$ cat src/pkg/i2ces_regs.svh
`ifndef I2CES_REGS_SVH
`define I2CES_REGS_SVH

// ----------------------------------------------------------------
// register byte offsets
// ----------------------------------------------------------------
`define I2CES_OFS_CMD       8'h00
`define I2CES_OFS_RESULT    8'h04
`define I2CES_OFS_MASK      8'h2c
`define I2CES_OFS_RAW       8'h30
`define I2CES_OFS_MSKD      8'h34
`define I2CES_OFS_CLR       8'h38

// ----------------------------------------------------------------
// event flag positions
// ----------------------------------------------------------------
`define I2CES_BIT_RFS       16
`define I2CES_BIT_WTS       18
`define I2CES_BIT_MTD       19
`define I2CES_BIT_ARB       24
`define I2CES_BIT_EBUS      25
`define I2CES_BIT_MDNS      28
`define I2CES_RAW_IMPL      32'h130d_0000
`define I2CES_RAW_RST       32'h0000_0000

// ----------------------------------------------------------------
// command and result fields
// ----------------------------------------------------------------
`define I2CES_CMD_RNW       7
`define I2CES_CMD_WD_MSB    15
`define I2CES_CMD_WD_LSB    8
`define I2CES_CMD_STOP      16
`define I2CES_CMD_IMPL      32'h0001_ffff
`define I2CES_RES_ERROR_TAG_FIELD_MSB 3
`define I2CES_RES_RX_MSB    15
`define I2CES_RES_RX_LSB    8
`define I2CES_ERROR_TAG_FIELD_OK      4'h0
`define I2CES_ERROR_TAG_FIELD_NACK    4'h1
`define I2CES_ERROR_TAG_FIELD_ARB     4'h2
`define I2CES_ERROR_TAG_FIELD_EBUS    4'h3

// ----------------------------------------------------------------
// timing and bus constants
// ----------------------------------------------------------------
`define I2CES_CLK_NS        20
`define I2CES_SCL_HALF_NS   80
`define I2CES_SCL_HALF_CYC  ((`I2CES_SCL_HALF_NS + `I2CES_CLK_NS - 1) / `I2CES_CLK_NS)
`define I2CES_ACK_BIT       4'h8
`define I2CES_LAST_SBIT     3'h7
`define I2CES_OWN_ADDR      7'h2a
`define I2CES_PIN_IDLE      2'h3

`endif

$ cat src/pkg/i2ces_pkg.sv
package i2ces_pkg;

    typedef enum logic [5:0] {
        MS_IDLE  = 6'b000001,
        MS_START = 6'b000010,
        MS_BIT   = 6'b000100,
        MS_STOP  = 6'b001000,
        MS_HOLD  = 6'b010000,
        MS_WAIT  = 6'b100000
    } i2ces_mst_t;

    typedef struct packed {
        logic [1:0] meta;
        logic [1:0] sync;
    } i2ces_sync_reg_t;

    typedef struct packed {
        logic scl_d;
        logic sda_d;
    } i2ces_det_reg_t;

    typedef struct packed {
        i2ces_mst_t  mst;
        logic [1:0]  step;
        logic [15:0] cnt;
        logic [3:0]  bitn;
        logic        byten;
        logic [7:0]  sh;
        logic [31:0] cmd;
        logic [31:0] mask;
        logic [31:0] raw;
        logic [15:0] result;
        logic        waitreq;
        logic [31:0] rdata;
        logic        irq;
        logic        scl_oe;
        logic        sda_oe;
        logic        slv_act;
        logic [2:0]  slv_cnt;
        logic [7:0]  slv_sh;
        logic [1:0]  slv_pend;
    } i2ces_core_reg_t;

endpackage

$ cat src/core/i2ces_cond_det.sv
`timescale 1ns/1ns
`default_nettype none

module i2ces_cond_det (
    // clock and reset
    input  wire logic sys_clk,
    input  wire logic rst_n,
    // synchronised bus levels
    input  wire logic scl_s,
    input  wire logic sda_s,
    // detected conditions
    output logic      start_p,
    output logic      stop_p,
    output logic      scl_rise
);
    import i2ces_pkg::*;

    i2ces_det_reg_t q;
    i2ces_det_reg_t n;

    always_comb begin
        n       = q;
        n.scl_d = scl_s;
        n.sda_d = sda_s;
    end

    always_ff @(posedge sys_clk) begin
        if (!rst_n) begin
            q <= '{scl_d: 1'b1, sda_d: 1'b1};
        end else begin
            q <= n;
        end
    end

    // sda falls or rises while scl stays high
    assign start_p  = scl_s && q.scl_d && q.sda_d && !sda_s;
    assign stop_p   = scl_s && q.scl_d && !q.sda_d && sda_s;
    assign scl_rise = scl_s && !q.scl_d;

endmodule // i2ces_cond_det
`default_nettype wire

$ cat src/core/i2ces_core.sv
// Implementation choice: register access over Avalon-MM.
`timescale 1ns/1ns
`default_nettype none
`include "i2ces_regs.svh"

module i2ces_core #(
    parameter int unsigned HALF_CYC = `I2CES_SCL_HALF_CYC,
    parameter logic [6:0]  OWN_ADDR = `I2CES_OWN_ADDR
) (
    // clock and reset
    input  wire logic        sys_clk,
    input  wire logic        rst_n,
    // avalon-mm slave
    input  wire logic [7:0]  avs_address,
    input  wire logic        avs_read,
    input  wire logic        avs_write,
    input  wire logic [31:0] avs_writedata,
    input  wire logic [3:0]  avs_byteenable,
    output logic      [31:0] avs_readdata,
    output logic             avs_waitrequest,
    // two-wire bus, open drain
    input  wire logic        scl_in,
    output logic             scl_out,
    output logic             scl_oe,
    input  wire logic        sda_in,
    output logic             sda_out,
    output logic             sda_oe,
    // event outputs
    output logic             irq,
    output logic             bus_error_flag,
    output logic             master_done_no_stop_flag,
    output logic             arbitration_lost_flag
);
    import i2ces_pkg::*;

    localparam logic [15:0] HALF_LAST = 16'(HALF_CYC - 1);
    localparam i2ces_core_reg_t CORE_RST = '{mst: MS_IDLE, waitreq: 1'b1, default: '0};

    i2ces_core_reg_t q;
    i2ces_core_reg_t n;

    logic [1:0]  pins_s;
    logic        scl_s;
    logic        sda_s;
    logic        start_p;
    logic        stop_p;
    logic        scl_rise;
    logic        wr_go;
    logic        launch;
    logic        count_en;
    logic        tick;
    logic        tx_bit;
    logic        fin_ev;
    logic        arb_ev;
    logic        ebus_m;
    logic        ebus_ev;
    logic [7:0]  slv_byte;
    logic [31:0] bem;
    logic [31:0] set_v;
    logic [31:0] clr_v;

    function automatic logic [31:0] be_mask(input logic [3:0] be);
        be_mask = {{8{be[3]}}, {8{be[2]}}, {8{be[1]}}, {8{be[0]}}};
    endfunction

    function automatic logic [7:0] addr_byte(input logic [31:0] cmd);
        addr_byte = {cmd[6:0], cmd[`I2CES_CMD_RNW]};
    endfunction

    function automatic logic [7:0] slv_byte_shift(input logic [7:0] sh, input logic b);
        slv_byte_shift = {sh[6:0], b};
    endfunction

    // ----------------------------------------------------------------
    // pin synchroniser and condition detector
    // ----------------------------------------------------------------
    i2ces_sync u_sync (
        .sys_clk   (sys_clk),
        .rst_n     (rst_n),
        .pin_async ({scl_in, sda_in}),
        .pin_sync  (pins_s)
    );

    assign scl_s = pins_s[1];
    assign sda_s = pins_s[0];

    i2ces_cond_det u_det (
        .sys_clk  (sys_clk),
        .rst_n    (rst_n),
        .scl_s    (scl_s),
        .sda_s    (sda_s),
        .start_p  (start_p),
        .stop_p   (stop_p),
        .scl_rise (scl_rise)
    );

    // ----------------------------------------------------------------
    // next state
    // ----------------------------------------------------------------
    always_comb begin
        n        = q;
        wr_go    = avs_write && !q.waitreq;
        bem      = be_mask(avs_byteenable);
        launch   = 1'b0;
        fin_ev   = 1'b0;
        arb_ev   = 1'b0;
        ebus_m   = 1'b0;
        ebus_ev  = 1'b0;
        set_v    = '0;
        clr_v    = '0;
        slv_byte = {q.slv_sh[6:0], sda_s};
        tx_bit   = (q.bitn != `I2CES_ACK_BIT) && (!q.byten || !q.cmd[`I2CES_CMD_RNW]);
        count_en = (q.mst == MS_START || q.mst == MS_BIT || q.mst == MS_STOP)
                   && (q.step != 2'd1 || scl_s);
        tick     = count_en && (q.cnt == HALF_LAST);
        n.cnt    = (count_en && !tick) ? q.cnt + 16'd1 : 16'd0;

        // bus slave: one wait cycle, then answer
        n.waitreq = 1'b1;
        if ((avs_read || avs_write) && q.waitreq) begin
            n.waitreq = 1'b0;
            n.rdata   = '0;
            if (avs_read) begin
                case (avs_address)
                    `I2CES_OFS_CMD:    n.rdata = q.cmd;
                    `I2CES_OFS_RESULT: n.rdata = {16'h0000, q.result};
                    `I2CES_OFS_MASK:   n.rdata = q.mask;
                    `I2CES_OFS_RAW:    n.rdata = q.raw & `I2CES_RAW_IMPL;
                    `I2CES_OFS_MSKD:   n.rdata = q.raw & q.mask;
                    default:           n.rdata = '0;
                endcase
            end
        end
        if (wr_go) begin
            case (avs_address)
                `I2CES_OFS_CMD: begin
                    // refused while busy or while the unstopped done is pending
                    if (q.mst == MS_IDLE && !q.raw[`I2CES_BIT_MDNS]) begin
                        n.cmd  = ((avs_writedata & bem) | (q.cmd & ~bem)) & `I2CES_CMD_IMPL;
                        launch = 1'b1;
                    end
                end
                `I2CES_OFS_MASK: begin
                    n.mask = ((avs_writedata & bem) | (q.mask & ~bem)) & `I2CES_RAW_IMPL;
                end
                `I2CES_OFS_CLR: begin
                    clr_v = avs_writedata & bem & `I2CES_RAW_IMPL;
                end
                default: begin
                end
            endcase
        end

        // ----------------------------------------------------------------
        // master engine
        // ----------------------------------------------------------------
        case (q.mst)
            MS_IDLE: begin
                n.scl_oe = 1'b0;
                n.sda_oe = 1'b0;
                if (launch) begin
                    n.mst    = MS_START;
                    n.step   = 2'd0;
                    n.byten  = 1'b0;
                    n.sh     = addr_byte(n.cmd);
                    n.result = '0;
                end
            end
            MS_START: begin
                case (q.step)
                    2'd0: begin
                        n.sda_oe = 1'b0;
                        if (tick) n.step = 2'd1;
                    end
                    2'd1: begin
                        n.scl_oe = 1'b0;
                        if (tick) n.step = 2'd2;
                    end
                    default: begin
                        n.sda_oe = 1'b1;
                        if (tick) begin
                            n.mst  = MS_BIT;
                            n.step = 2'd0;
                            n.bitn = 4'h0;
                        end
                    end
                endcase
            end
            MS_BIT: begin
                if (q.step == 2'd0) begin
                    n.scl_oe = 1'b1;
                    n.sda_oe = tx_bit && !q.sh[7];
                    if (tick) n.step = 2'd1;
                end else begin
                    n.scl_oe = 1'b0;
                    if (tick) begin
                        n.step = 2'd0;
                        if (tx_bit && q.sh[7] && !sda_s) begin
                            arb_ev = 1'b1;
                        end else if (q.bitn != `I2CES_ACK_BIT) begin
                            n.sh   = slv_byte_shift(q.sh, sda_s);
                            n.bitn = q.bitn + 4'h1;
                        end else if ((!q.byten || !q.cmd[`I2CES_CMD_RNW]) && sda_s) begin
                            n.result[`I2CES_RES_ERROR_TAG_FIELD_MSB:0] = `I2CES_ERROR_TAG_FIELD_NACK;
                            fin_ev = 1'b1;
                        end else if (!q.byten) begin
                            n.byten = 1'b1;
                            n.bitn  = 4'h0;
                            n.sh    = q.cmd[`I2CES_CMD_RNW] ? 8'h00
                                      : q.cmd[`I2CES_CMD_WD_MSB:`I2CES_CMD_WD_LSB];
                        end else begin
                            if (q.cmd[`I2CES_CMD_RNW]) begin
                                n.result[`I2CES_RES_RX_MSB:`I2CES_RES_RX_LSB] = q.sh;
                            end
                            fin_ev = 1'b1;
                        end
                    end
                end
                if (start_p || stop_p) ebus_m = 1'b1;
            end
            MS_STOP: begin
                case (q.step)
                    2'd0: begin
                        n.scl_oe = 1'b1;
                        n.sda_oe = 1'b1;
                        if (tick) n.step = 2'd1;
                    end
                    2'd1: begin
                        n.scl_oe = 1'b0;
                        if (tick) n.step = 2'd2;
                    end
                    default: begin
                        n.sda_oe = 1'b0;
                        if (tick) begin
                            n.mst = MS_IDLE;
                            set_v[`I2CES_BIT_MTD] = 1'b1;
                        end
                    end
                endcase
            end
            MS_HOLD: begin
                // clock stretched, no stop, until software acknowledges
                n.scl_oe = 1'b1;
                n.sda_oe = 1'b0;
                if (!q.raw[`I2CES_BIT_MDNS]) begin
                    n.mst    = MS_IDLE;
                    n.scl_oe = 1'b0;
                end
            end
            MS_WAIT: begin
                n.scl_oe = 1'b0;
                n.sda_oe = 1'b0;
                if (stop_p) begin
                    n.mst   = MS_START;
                    n.step  = 2'd0;
                    n.byten = 1'b0;
                    n.sh    = addr_byte(q.cmd);
                end
            end
            default: begin
                n.mst    = MS_IDLE;
                n.scl_oe = 1'b0;
                n.sda_oe = 1'b0;
            end
        endcase

        if (fin_ev) begin
            n.step = 2'd0;
            if (q.cmd[`I2CES_CMD_STOP]) begin
                n.mst = MS_STOP;
            end else begin
                n.mst    = MS_HOLD;
                n.scl_oe = 1'b1;
                n.sda_oe = 1'b0;
                set_v[`I2CES_BIT_MDNS] = 1'b1;
            end
        end
        if (arb_ev) begin
            n.mst    = MS_WAIT;
            n.scl_oe = 1'b0;
            n.sda_oe = 1'b0;
            n.result[`I2CES_RES_ERROR_TAG_FIELD_MSB:0] = `I2CES_ERROR_TAG_FIELD_ARB;
            set_v[`I2CES_BIT_ARB] = 1'b1;
        end
        if (ebus_m) begin
            // master recovery: abandon transfer and free both lines
            n.mst    = MS_IDLE;
            n.scl_oe = 1'b0;
            n.sda_oe = 1'b0;
        end

        // ----------------------------------------------------------------
        // slave address listener
        // ----------------------------------------------------------------
        if (q.mst != MS_IDLE) begin
            n.slv_act = 1'b0;
        end else if (q.slv_act && (start_p || stop_p) && q.slv_cnt != 3'h0) begin
            // slave recovery: drop the half-received address
            n.slv_act = 1'b0;
            ebus_ev   = 1'b1;
        end else if (start_p) begin
            n.slv_act = 1'b1;
            n.slv_cnt = 3'h0;
        end else if (q.slv_act && scl_rise) begin
            n.slv_sh  = slv_byte;
            n.slv_cnt = q.slv_cnt + 3'h1;
            if (q.slv_cnt == `I2CES_LAST_SBIT) begin
                n.slv_act = 1'b0;
                if (slv_byte[7:1] == OWN_ADDR) n.slv_pend[slv_byte[0]] = 1'b1;
            end
        end
        // requests surface only once the unstopped done is acknowledged
        if (!q.raw[`I2CES_BIT_MDNS]) begin
            set_v[`I2CES_BIT_WTS] = q.slv_pend[0];
            set_v[`I2CES_BIT_RFS] = q.slv_pend[1];
            n.slv_pend = 2'b00;
        end

        ebus_ev = ebus_ev || ebus_m;
        if (ebus_ev) begin
            n.result[`I2CES_RES_ERROR_TAG_FIELD_MSB:0] = `I2CES_ERROR_TAG_FIELD_EBUS;
            set_v[`I2CES_BIT_EBUS] = 1'b1;
        end

        // set wins over a simultaneous clear
        n.raw = ((q.raw & ~clr_v) | set_v) & `I2CES_RAW_IMPL;
        n.irq = |(n.raw & n.mask);
    end

    always_ff @(posedge sys_clk) begin
        if (!rst_n) begin
            q <= CORE_RST;
        end else begin
            q <= n;
        end
    end

    // ----------------------------------------------------------------
    // outputs
    // ----------------------------------------------------------------
    assign avs_readdata             = q.rdata;
    assign avs_waitrequest          = q.waitreq;
    assign scl_out                  = 1'b0;
    assign sda_out                  = 1'b0;
    assign scl_oe                   = q.scl_oe;
    assign sda_oe                   = q.sda_oe;
    assign irq                      = q.irq;
    assign bus_error_flag           = q.raw[`I2CES_BIT_EBUS];
    assign master_done_no_stop_flag = q.raw[`I2CES_BIT_MDNS];
    assign arbitration_lost_flag    = q.raw[`I2CES_BIT_ARB];
endmodule // i2ces_core
`default_nettype wire

$ cat src/core/i2ces_sync.sv
`timescale 1ns/1ns
`default_nettype none
`include "i2ces_regs.svh"

module i2ces_sync (
    // clock and reset
    input  wire logic       sys_clk,
    input  wire logic       rst_n,
    // pins from the bus
    input  wire logic [1:0] pin_async,
    // levels in the sys_clk domain
    output logic      [1:0] pin_sync
);
    import i2ces_pkg::*;

    i2ces_sync_reg_t q;
    i2ces_sync_reg_t n;

    always_comb begin
        n      = q;
        n.meta = pin_async;
        n.sync = q.meta;
    end

    always_ff @(posedge sys_clk) begin
        if (!rst_n) begin
            q <= '{meta: `I2CES_PIN_IDLE, sync: `I2CES_PIN_IDLE};
        end else begin
            q <= n;
        end
    end

    assign pin_sync = q.sync;

endmodule // i2ces_sync
`default_nettype wire

$ cat config.mk
export PLATFORM = sky130hd
export DESIGN_NAME = i2ces_core
export DESIGN_NICKNAME = d
export VERILOG_FILES = /design/src/pkg/i2ces_pkg.sv /design/src/core/i2ces_cond_det.sv /design/src/core/i2ces_core.sv /design/src/core/i2ces_sync.sv
export VERILOG_INCLUDE_DIRS = /design/src /design/src/pkg
export SDC_FILE = /design/constraint.sdc
export NUM_CORES = 1
export LEC_CHECK = 0
export ABC_AREA = 1
export BUFFER_PORTS_ARGS = -buffer_cell sky130_fd_sc_hd__buf_4
export CAP_MARGIN = 30
export CORE_UTILIZATION = 25
export CTS_CLUSTER_DIAMETER = 40
export DETAILED_ROUTE_END_ITERATION = 12
export GPL_TIMING_DRIVEN = 0
export PLACE_DENSITY = 0.49
export SKIP_LAST_GASP = 1
export SLEW_MARGIN = 10
export SYNTH_ARGS = -nofsm -noshare
export SYNTH_HDL_FRONTEND = slang
export SYNTH_SLANG_ARGS = --single-unit
$ cat constraint.sdc
create_clock -name sys_clk -period 1.75 [get_ports sys_clk]
set_input_delay 0.175 -clock sys_clk [delete_from_list [all_inputs] [get_ports sys_clk]]
set_output_delay 0.175 -clock sys_clk [all_outputs]
set_load 0.01 [all_outputs]
==> results of run 1 <==
==> sequential cells by signal (all words and copies together), names as in the netlist, named ones only <==
| name | flops |
|---|---|
| q | 77 |
| avs_readdata | 22 |
| u_det.q | 2 |
| u_sync.n | 2 |
| u_sync.pin_sync | 2 |
| arbitration_lost_flag | 1 |
| avs_waitrequest | 1 |
| bus_error_flag | 1 |
| irq | 1 |
| master_done_no_stop_flag | 1 |
| scl_oe | 1 |
| sda_oe | 1 |
==> per-layer routing <==
layer  GRT usage  up-vias
met4     0.03398        0
met3     0.03285       13
li1            -     3341
met2      0.2495      102
met1      0.1955     2967
met5           0        -
==> power by group through the flow <==
stage	combinational, mW	sequential, mW	clock, mW
finish	3.18	3.16	3.59
global route	3.51	3.18	3.80
CTS	2.88	3.16	3.65
detailed placement	2.33	3.20	0
global placement	2.33	3.19	0
floorplan	1.77	3.18	0
==> repair_timing <==
action	in CTS	in global routing
setup buffers	25	12
cloned	1	2
endpoints found under the setup margin	86	69
endpoints found under the hold margin	2	0
pin swaps	34	28
gates resized for setup	88	80
hold buffers	2	0
==> worst max-delay path by stage <==
| stage | start | to | slack [ns] | cells past startpoint |
|---|---|---|---|---|
| after floorplan | q[175]$_SDFF_PN0_ | q[58]$_SDFFE_PN0P_ | 0.005 | 13 |
| after global placement | q[171]$_SDFFE_PN0P_ | q[194]$_SDFFE_PP0P_ | -0.64 | 10 |
| after detailed placement | q[171]$_SDFFE_PN0P_ | q[194]$_SDFFE_PP0P_ | -0.63 | 10 |
| after CTS | q[198]$_SDFFE_PP0P_ | q[62]$_SDFFE_PN0P_ | -0.11 | 13 |
| after global routing | q[178]$_SDFF_PN0_ | q[195]$_SDFFE_PP0P_ | -0.24 | 14 |
| final | q[178]$_SDFF_PN0_ | q[193]$_SDFFE_PP1P_ | -0.10 | 14 |
==> metrics by stage <==
| step | util | cells | area (um2) | setup TNS, ns |
|---|---|---|---|---|
| finish | 0.3576 | 1441 | 9031 | -1.348 |
| global route | 0.3576 | 1441 | 9031 | -5.097 |
| CTS | 0.3406 | 1427 | 8601 | -1.917 |
| detailed placement | 0.2936 | 1368 | 7415 | -22.81 |
| global placement | 0.2936 | 1368 | 7415 | -21.58 |
| floorplan | - | 972 | 6506 | 0 |
==> worst reg2reg max path: stages (launching register included) <==
cell and delay, ns:
dfxtp_1 0.35, inv_1 0.11, nand2_2 0.07, nor2_2 0.11
nand2_1 0.09, nor2_4 0.16, nand3_4 0.12, buf_12 0.16
nor2_4 0.17, inv_2 0.06, nand2_4 0.08, nand3_2 0.08
nor2_1 0.12, nand2_1 0.06, nand2_1 0.06
==> layout make-up <==
| class | instances | share of cell area |
|---|---|---|
| Sequential cell | 121 | 0.2697 |
| Tap cell | 330 | 0.04572 |
| Clock buffer | 18 | 0.04863 |
| Multi-Input combinational cell | 666 | 0.4156 |
| Clock inverter | 14 | 0.01787 |
| Inverter | 124 | 0.05417 |
| Timing Repair Buffer | 108 | 0.1004 |
| Buffer | 60 | 0.04780 |
==> synth_stat cells, types with 2 or more instances <==
cell type	instances	share of area
a211oi_1	9	0.010
a21oi_1	78	0.060
a22oi_1	2	0.0023
a31oi_1	2	0.0019
and3_1	4	0.0039
buf_2	8	0.0062
buf_4	36	0.042
buf_6	2	0.0035
clkbuf_1	14	0.0081
dfxtp_1	121	0.37
ha_1	6	0.012
inv_1	109	0.063
inv_2	15	0.0087
nand2_1	221	0.13
nand2_2	8	0.0077
nand2_4	2	0.0035
nand3_1	50	0.039
nand3_2	4	0.0062
nand3_4	2	0.0054
nand3b_1	4	0.0046
nand4_1	22	0.021
nor2_1	121	0.070
nor2_2	8	0.0077
nor2_4	5	0.0087
nor3_1	19	0.015
nor3b_1	2	0.0023
o211ai_1	2	0.0023
o21ai_0	28	0.022
o21ai_1	11	0.0085
o21bai_1	4	0.0046
o22ai_1	16	0.015
o2bb2ai_1	2	0.0027
or2_2	7	0.0068
xor2_1	6	0.0081
==> logic make-up (layout without fill, tap and decap cells) <==
group,Yosys count,after routing,synth area share
DFF,121,121,0.3750
other,1,12,0.0005805
and+or+nand+nor,481,481,0.3329
AOI/OAI and AO/OA,160,160,0.1381
buffers and inverters,185,324,0.1323
xor gates and xnor gates,7,7,0.009491
adders and majority gates,6,6,0.01162
==> run metrics, run 1 <==
via count 6423; pwr dens 1099 nW/um2; failing checks negative setup slack; commonest cells after routing, fill and taps aside nand2_1 (205), buf_4 (132), dfxtp_1 (112); CP top delay family simple AND/OR/NAND/NOR gates; crit path launch type flip-flop; min-delay worst type input pin to flip-flop; Reg2Reg Setup Slack -0.10 ns; initial antenna violation count 0; worst reg-to-reg path cell count 14; crit-path max cell delay 0.35 ns; Slew HR 0.5473; switching power of the nets 3.433 mW; switch share 0.3459; worst slack, placed -0.6273 ns; outcome finished with violations; clock share of power 0.361; Area Overhead vs Synth 39.80%; Ys Warns 0; Lkg Pwr 3.829 nW; Hold Violations, Final 0; area of the multi-input gates 3754 um2; ANT cells 0; num rows 58; Syn Area/Cell 6.722 um2; RSZ-0062 raised after global routing yes; Worst Hold Depth 3; starting density of the core 0.2558; Tot Pwr 9.926 mW; Routed WL 19.71 mm; async set-reset flop share out of synthesis 0; Total Routing Usage GR 0.1496; Placer Congestion 0.8701; first-pass GRT wire length 31.20 mm; Logic pwr share 0.321; r2r startpoint q[178]$_SDFF_PN0_; distinct cell type count after synthesis 45; met2 wire length 9.370 mm; die area 26490 um2; CP Buf/Inv Count 3; Max VDD drop 495.5 uV; RR Endpoint q[193]$_SDFFE_PP1P_; detailed-route wire length per cell 13.68 um; TritonCTS buffer count 17; crit path cell chain inv_1 > nand2_2 > nor2_2 > nand2_1 > nor2_4 > nand3_4 > buf_12 > nor2_4 > inv_2 > nand2_4 > nand3_2 > nor2_1 > nand2_1 > nand2_1; number of synthesized flops with an enable pin 0; Worst EP required 2.11 ns; Tmin final 1.852 ns; Seq pwr share 0.318; fmax 539.8 MHz; core area 25250 um2; Worst-Margin Slew 0.6791 ns; crit share post-route 1.059; Vert. Die Dim 162.7 um; later-pin clock latency in the skew report 0.42 ns; Seq cells post-synth 121; Worst Path Arrival 2.21 ns; vias in the first global route 6177; Post-synth top flop dfxtp_1; Setup crit end kind flip-flop; peak fanout along the critical path 5; Clock Skew 0.008651 ns; CP max-delay cell dfxtp_1; DRC Markers 0; crit path kind flip-flop to flip-flop; Mapped Area 6460 um2; CTS tree built; post-DR vias/cell 4.457; router iterations before antenna repair 5; Hold WS 0.04259 ns; Die Span X 162.7 um; Bufs on Longest Clock Path 2; placed wire-length estimate 14.50 mm; largest net degree at the start of global routing 17; most used cell along the critical path nand2_1; Clock Pin Slew Worst Setup and Hold Paths 0.06 ns; Cell Int Power 6.493 mW; Routed met1 length 9.373 mm; layout cells sized above 1 0.3006; Reg area 2436 um2; Final Setup Violations 28; Final Net Count 1154; H-Tree Depth 4; post-synthesis sequential area ratio 0.3750; Clock Root Buffer clkbuf_16; DR WL met3 779 um; Slew Viols, Final 0; Iter 0 DRT Violations 365; Setup WS post-layout -0.1024 ns; Synth Instances 961; post-route ant nets 0; gr ovfl total 0; Max Used Layer met4; most common cell after layout, fill and taps aside nand2_1; Port Buffers 66; Sink Count 121; hold_sp avs_writedata[15]; maxcap violations 0; # fillers 2715; number of top-level pins 91
Note: power is estimated with default switching activity, not from simulation.
==> run 2, diff against run 1 <==
--- a/config.mk
+++ b/config.mk
@@ -9,11 +9,11 @@
 export ABC_AREA = 1
 export BUFFER_PORTS_ARGS = -buffer_cell sky130_fd_sc_hd__buf_4
 export CAP_MARGIN = 30
-export CORE_UTILIZATION = 25
+export CORE_UTILIZATION = 35
 export CTS_CLUSTER_DIAMETER = 40
 export DETAILED_ROUTE_END_ITERATION = 12
 export GPL_TIMING_DRIVEN = 0
-export PLACE_DENSITY = 0.49
+export PLACE_DENSITY = 0.61
 export SKIP_LAST_GASP = 1
 export SLEW_MARGIN = 10
 export SYNTH_ARGS = -nofsm -noshare
==> run 2 against run 1 <==
Effect of this change: the run still ends with negative setup slack left; register-to-register slack barely moved; setup slack improved by 0.0099 ns; clock skew barely moved; first-iteration DRC count rose by 30%.
==> run metrics, run 2 (synthesized netlist as in run 1, its figures left out) <==
Cell Int Power 6.756 mW (was 6.493 mW); Logic pwr share 0.318 (was 0.321); Clock Root Buffer clkbuf_16 (unchanged); Sink Count 121 (unchanged); Clock Pin Slew Worst Setup and Hold Paths 0.06 ns (about the same); min-delay worst type input pin to flip-flop (unchanged); Bufs on Longest Clock Path 2 (unchanged); Slew Viols, Final 0 (unchanged); Worst Hold Depth 3 (unchanged); Total Routing Usage GR 0.1964 (was 0.1496); Clock Skew 0.009104 ns (was 0.008651 ns); ANT cells 0 (unchanged); DP Area 7288 um2 (was 7415 um2); post-route ant nets 0 (unchanged); post-DR vias/cell 4.963 (was 4.457); via count 6625 (was 6423); Worst EP required 2.07 ns (was 2.11 ns); gr ovfl total 0 (unchanged); Iter 0 DRT Violations 473 (was 365); Inst Count DP 1267 (was 1368); largest register by flop count q (unchanged); placed wire-length estimate 13.32 mm (was 14.50 mm); Hold Violations, Final 0 (unchanged); fmax 542.7 MHz (was 539.8 MHz); Slew HR 0.4849 (was 0.5473); core area 18020 um2 (was 25250 um2); Port Buffers 66 (unchanged); detailed-route wire length per cell 14.20 um (was 13.68 um); Worst-Margin Slew 0.7726 ns (was 0.6791 ns); Placer Congestion 0.9234 (was 0.8701); crit path launch type flip-flop (unchanged); Setup crit end kind flip-flop (unchanged); Worst Path Arrival 2.16 ns (was 2.21 ns); worst reg-to-reg path cell count 13 (was 14); Hold WS 0.03460 ns (was 0.04259 ns); Max VDD drop 615.9 uV (was 495.5 uV); Lkg Pwr 3.813 nW (was 3.829 nW); vias in the first global route 5707 (was 6177); largest net degree at the start of global routing 17 (unchanged); starting density of the core 0.3584 (was 0.2558); peak fanout along the critical path 7 (was 5); Final Setup Violations 21 (was 28); commonest cells after routing, fill and taps aside nand2_1 (207), buf_4 (130), dfxtp_1 (111) (was nand2_1 (205), buf_4 (132), dfxtp_1 (112)); maxcap violations 0 (unchanged); crit-path max cell delay 0.35 ns (about the same); initial antenna violation count 0 (unchanged); Area Overhead vs Synth 37.63% (was 39.80%); switching power of the nets 3.376 mW (was 3.433 mW); pwr dens 1140 nW/um2 (was 1099 nW/um2); Die Span X 137.9 um (was 162.7 um); clock share of power 0.370 (was 0.361); Setup WS post-layout -0.09251 ns (was -0.1024 ns); router iterations before antenna repair 5 (unchanged); crit path cell chain ha_4 > nand2_4 > nor2_4 > nand2_2 > nor2_4 > nand3_4 > nand2_4 > nand2_4 > nor2_4 > nand2_4 > clkbuf_16 > o21ai_4 > nor2_1 (was inv_1 > nand2_2 > nor2_2 > nand2_1 > nor2_4 > nand3_4 > buf_12 > nor2_4 > inv_2 > nand2_4 > nand3_2 > nor2_1 > nand2_1 > nand2_1); Tmin final 1.843 ns (was 1.852 ns); number of top-level pins 91 (unchanged); most used cell along the critical path nand2_4 (was nand2_1); crit share post-route 1.053 (was 1.059); Seq pwr share 0.312 (was 0.318); max reg flops 77 (unchanged); later-pin clock latency in the skew report 0.42 ns (about the same); num rows 49 (was 58); RSZ-0062 raised after global routing yes (unchanged); Final Net Count 1150 (was 1154); Tot Pwr 10.13 mW (was 9.926 mW); fin area 8891 um2 (was 9031 um2); # fillers 1770 (was 2715); Vert. Die Dim 137.9 um (was 162.7 um); most common cell after layout, fill and taps aside nand2_1 (unchanged); worst slack, placed -0.4407 ns (was -0.6273 ns); post-route insts no fill 1335 (was 1441); switch share 0.3332 (was 0.3459); H-Tree Depth 4 (unchanged); Routed WL 18.96 mm (was 19.71 mm); first-pass GRT wire length 28.84 mm (was 31.20 mm); failing checks negative setup slack (unchanged); TritonCTS buffer count 17 (unchanged); CP max-delay cell dfxtp_2 (was dfxtp_1); die area 19000 um2 (was 26490 um2); layout cells sized above 1 0.2939 (was 0.3006); DRC Markers 0 (unchanged); crit path kind flip-flop to flip-flop (unchanged); CTS tree built (unchanged); outcome finished with violations (unchanged)
run 2: cell type report:
type                            instances  area (um2)  share of cell area
Multi-Input combinational cell        666        3739              0.4205
Sequential cell                       121        2437              0.2741
Timing Repair Buffer                  103       875.8             0.09851
Inverter                              124       485.5             0.05460
Buffer                                 61       444.2             0.04996
Clock buffer                           18       429.2             0.04827
Tap cell                              229       286.5             0.03223
Clock inverter                         13       193.9             0.02181
run 2: repair_timing:
item	CTS	global route
hold endpoints to repair	2	0
setup endpoints to repair	73	72
gates resized for setup	62	104
hold buffers	2	0
pin swaps	16	30
buffers inserted	19	14
cloned	0	3
run 2: final timing paths:
check / from / to / slack, ns
hold reg to reg: u_sync.n[1]$_SDFF_PN1_ / u_sync.pin_sync[1]$_SDFF_PN1_ / 0.42
setup / recovery: q[175]$_SDFF_PN0_ / q[61]$_SDFFE_PN0P_ / -0.09
hold / removal: avs_writedata[9] / flip-flop / 0.03
setup reg to reg: q[175]$_SDFF_PN0_ / q[61]$_SDFFE_PN0P_ / -0.09
run 2: layer usage:
layer / track usage / vias to the layer above / share of wire / wire length, um
li1: - / 3326 / - / -
met3: 0.03984 / 28 / 0.063 / 1187
met5: 0 / - / 0 / 0
met1: 0.2658 / 3063 / 0.45 / 8487
met2: 0.3147 / 208 / 0.47 / 8975
met4: 0.05495 / 0 / 0.016 / 312
run 2: critical path: cells and delay by family, from the launching register on:
kind,cells,cell delay [ns]
compound gates,1,0.11
fa+ha+maj,1,0.15
buf+inv,1,0.17
flops,1,0.35
simple gates,10,0.95
run 2: power groups by stage:
stage                     sequential (mW)  combinational, mW  clock (mW)
final                                3.16               3.22        3.75
after global routing                 3.19               3.58        3.90
after CTS                            3.15               2.64        3.78
after detailed placement             3.20               2.29           0
after global placement               3.19               2.26           0
after floorplan                      3.18               1.77           0
run 2: stage by stage:
step / util / setup TNS [ns]
6_report: 0.4933 / -1.023
5_1_grt: 0.4933 / -4.833
4_1_cts: 0.4618 / -0.9772
3_5_place_dp: 0.4043 / -16.84
3_3_place_gp: 0.4043 / -16.31
2_1_floorplan: - / 0
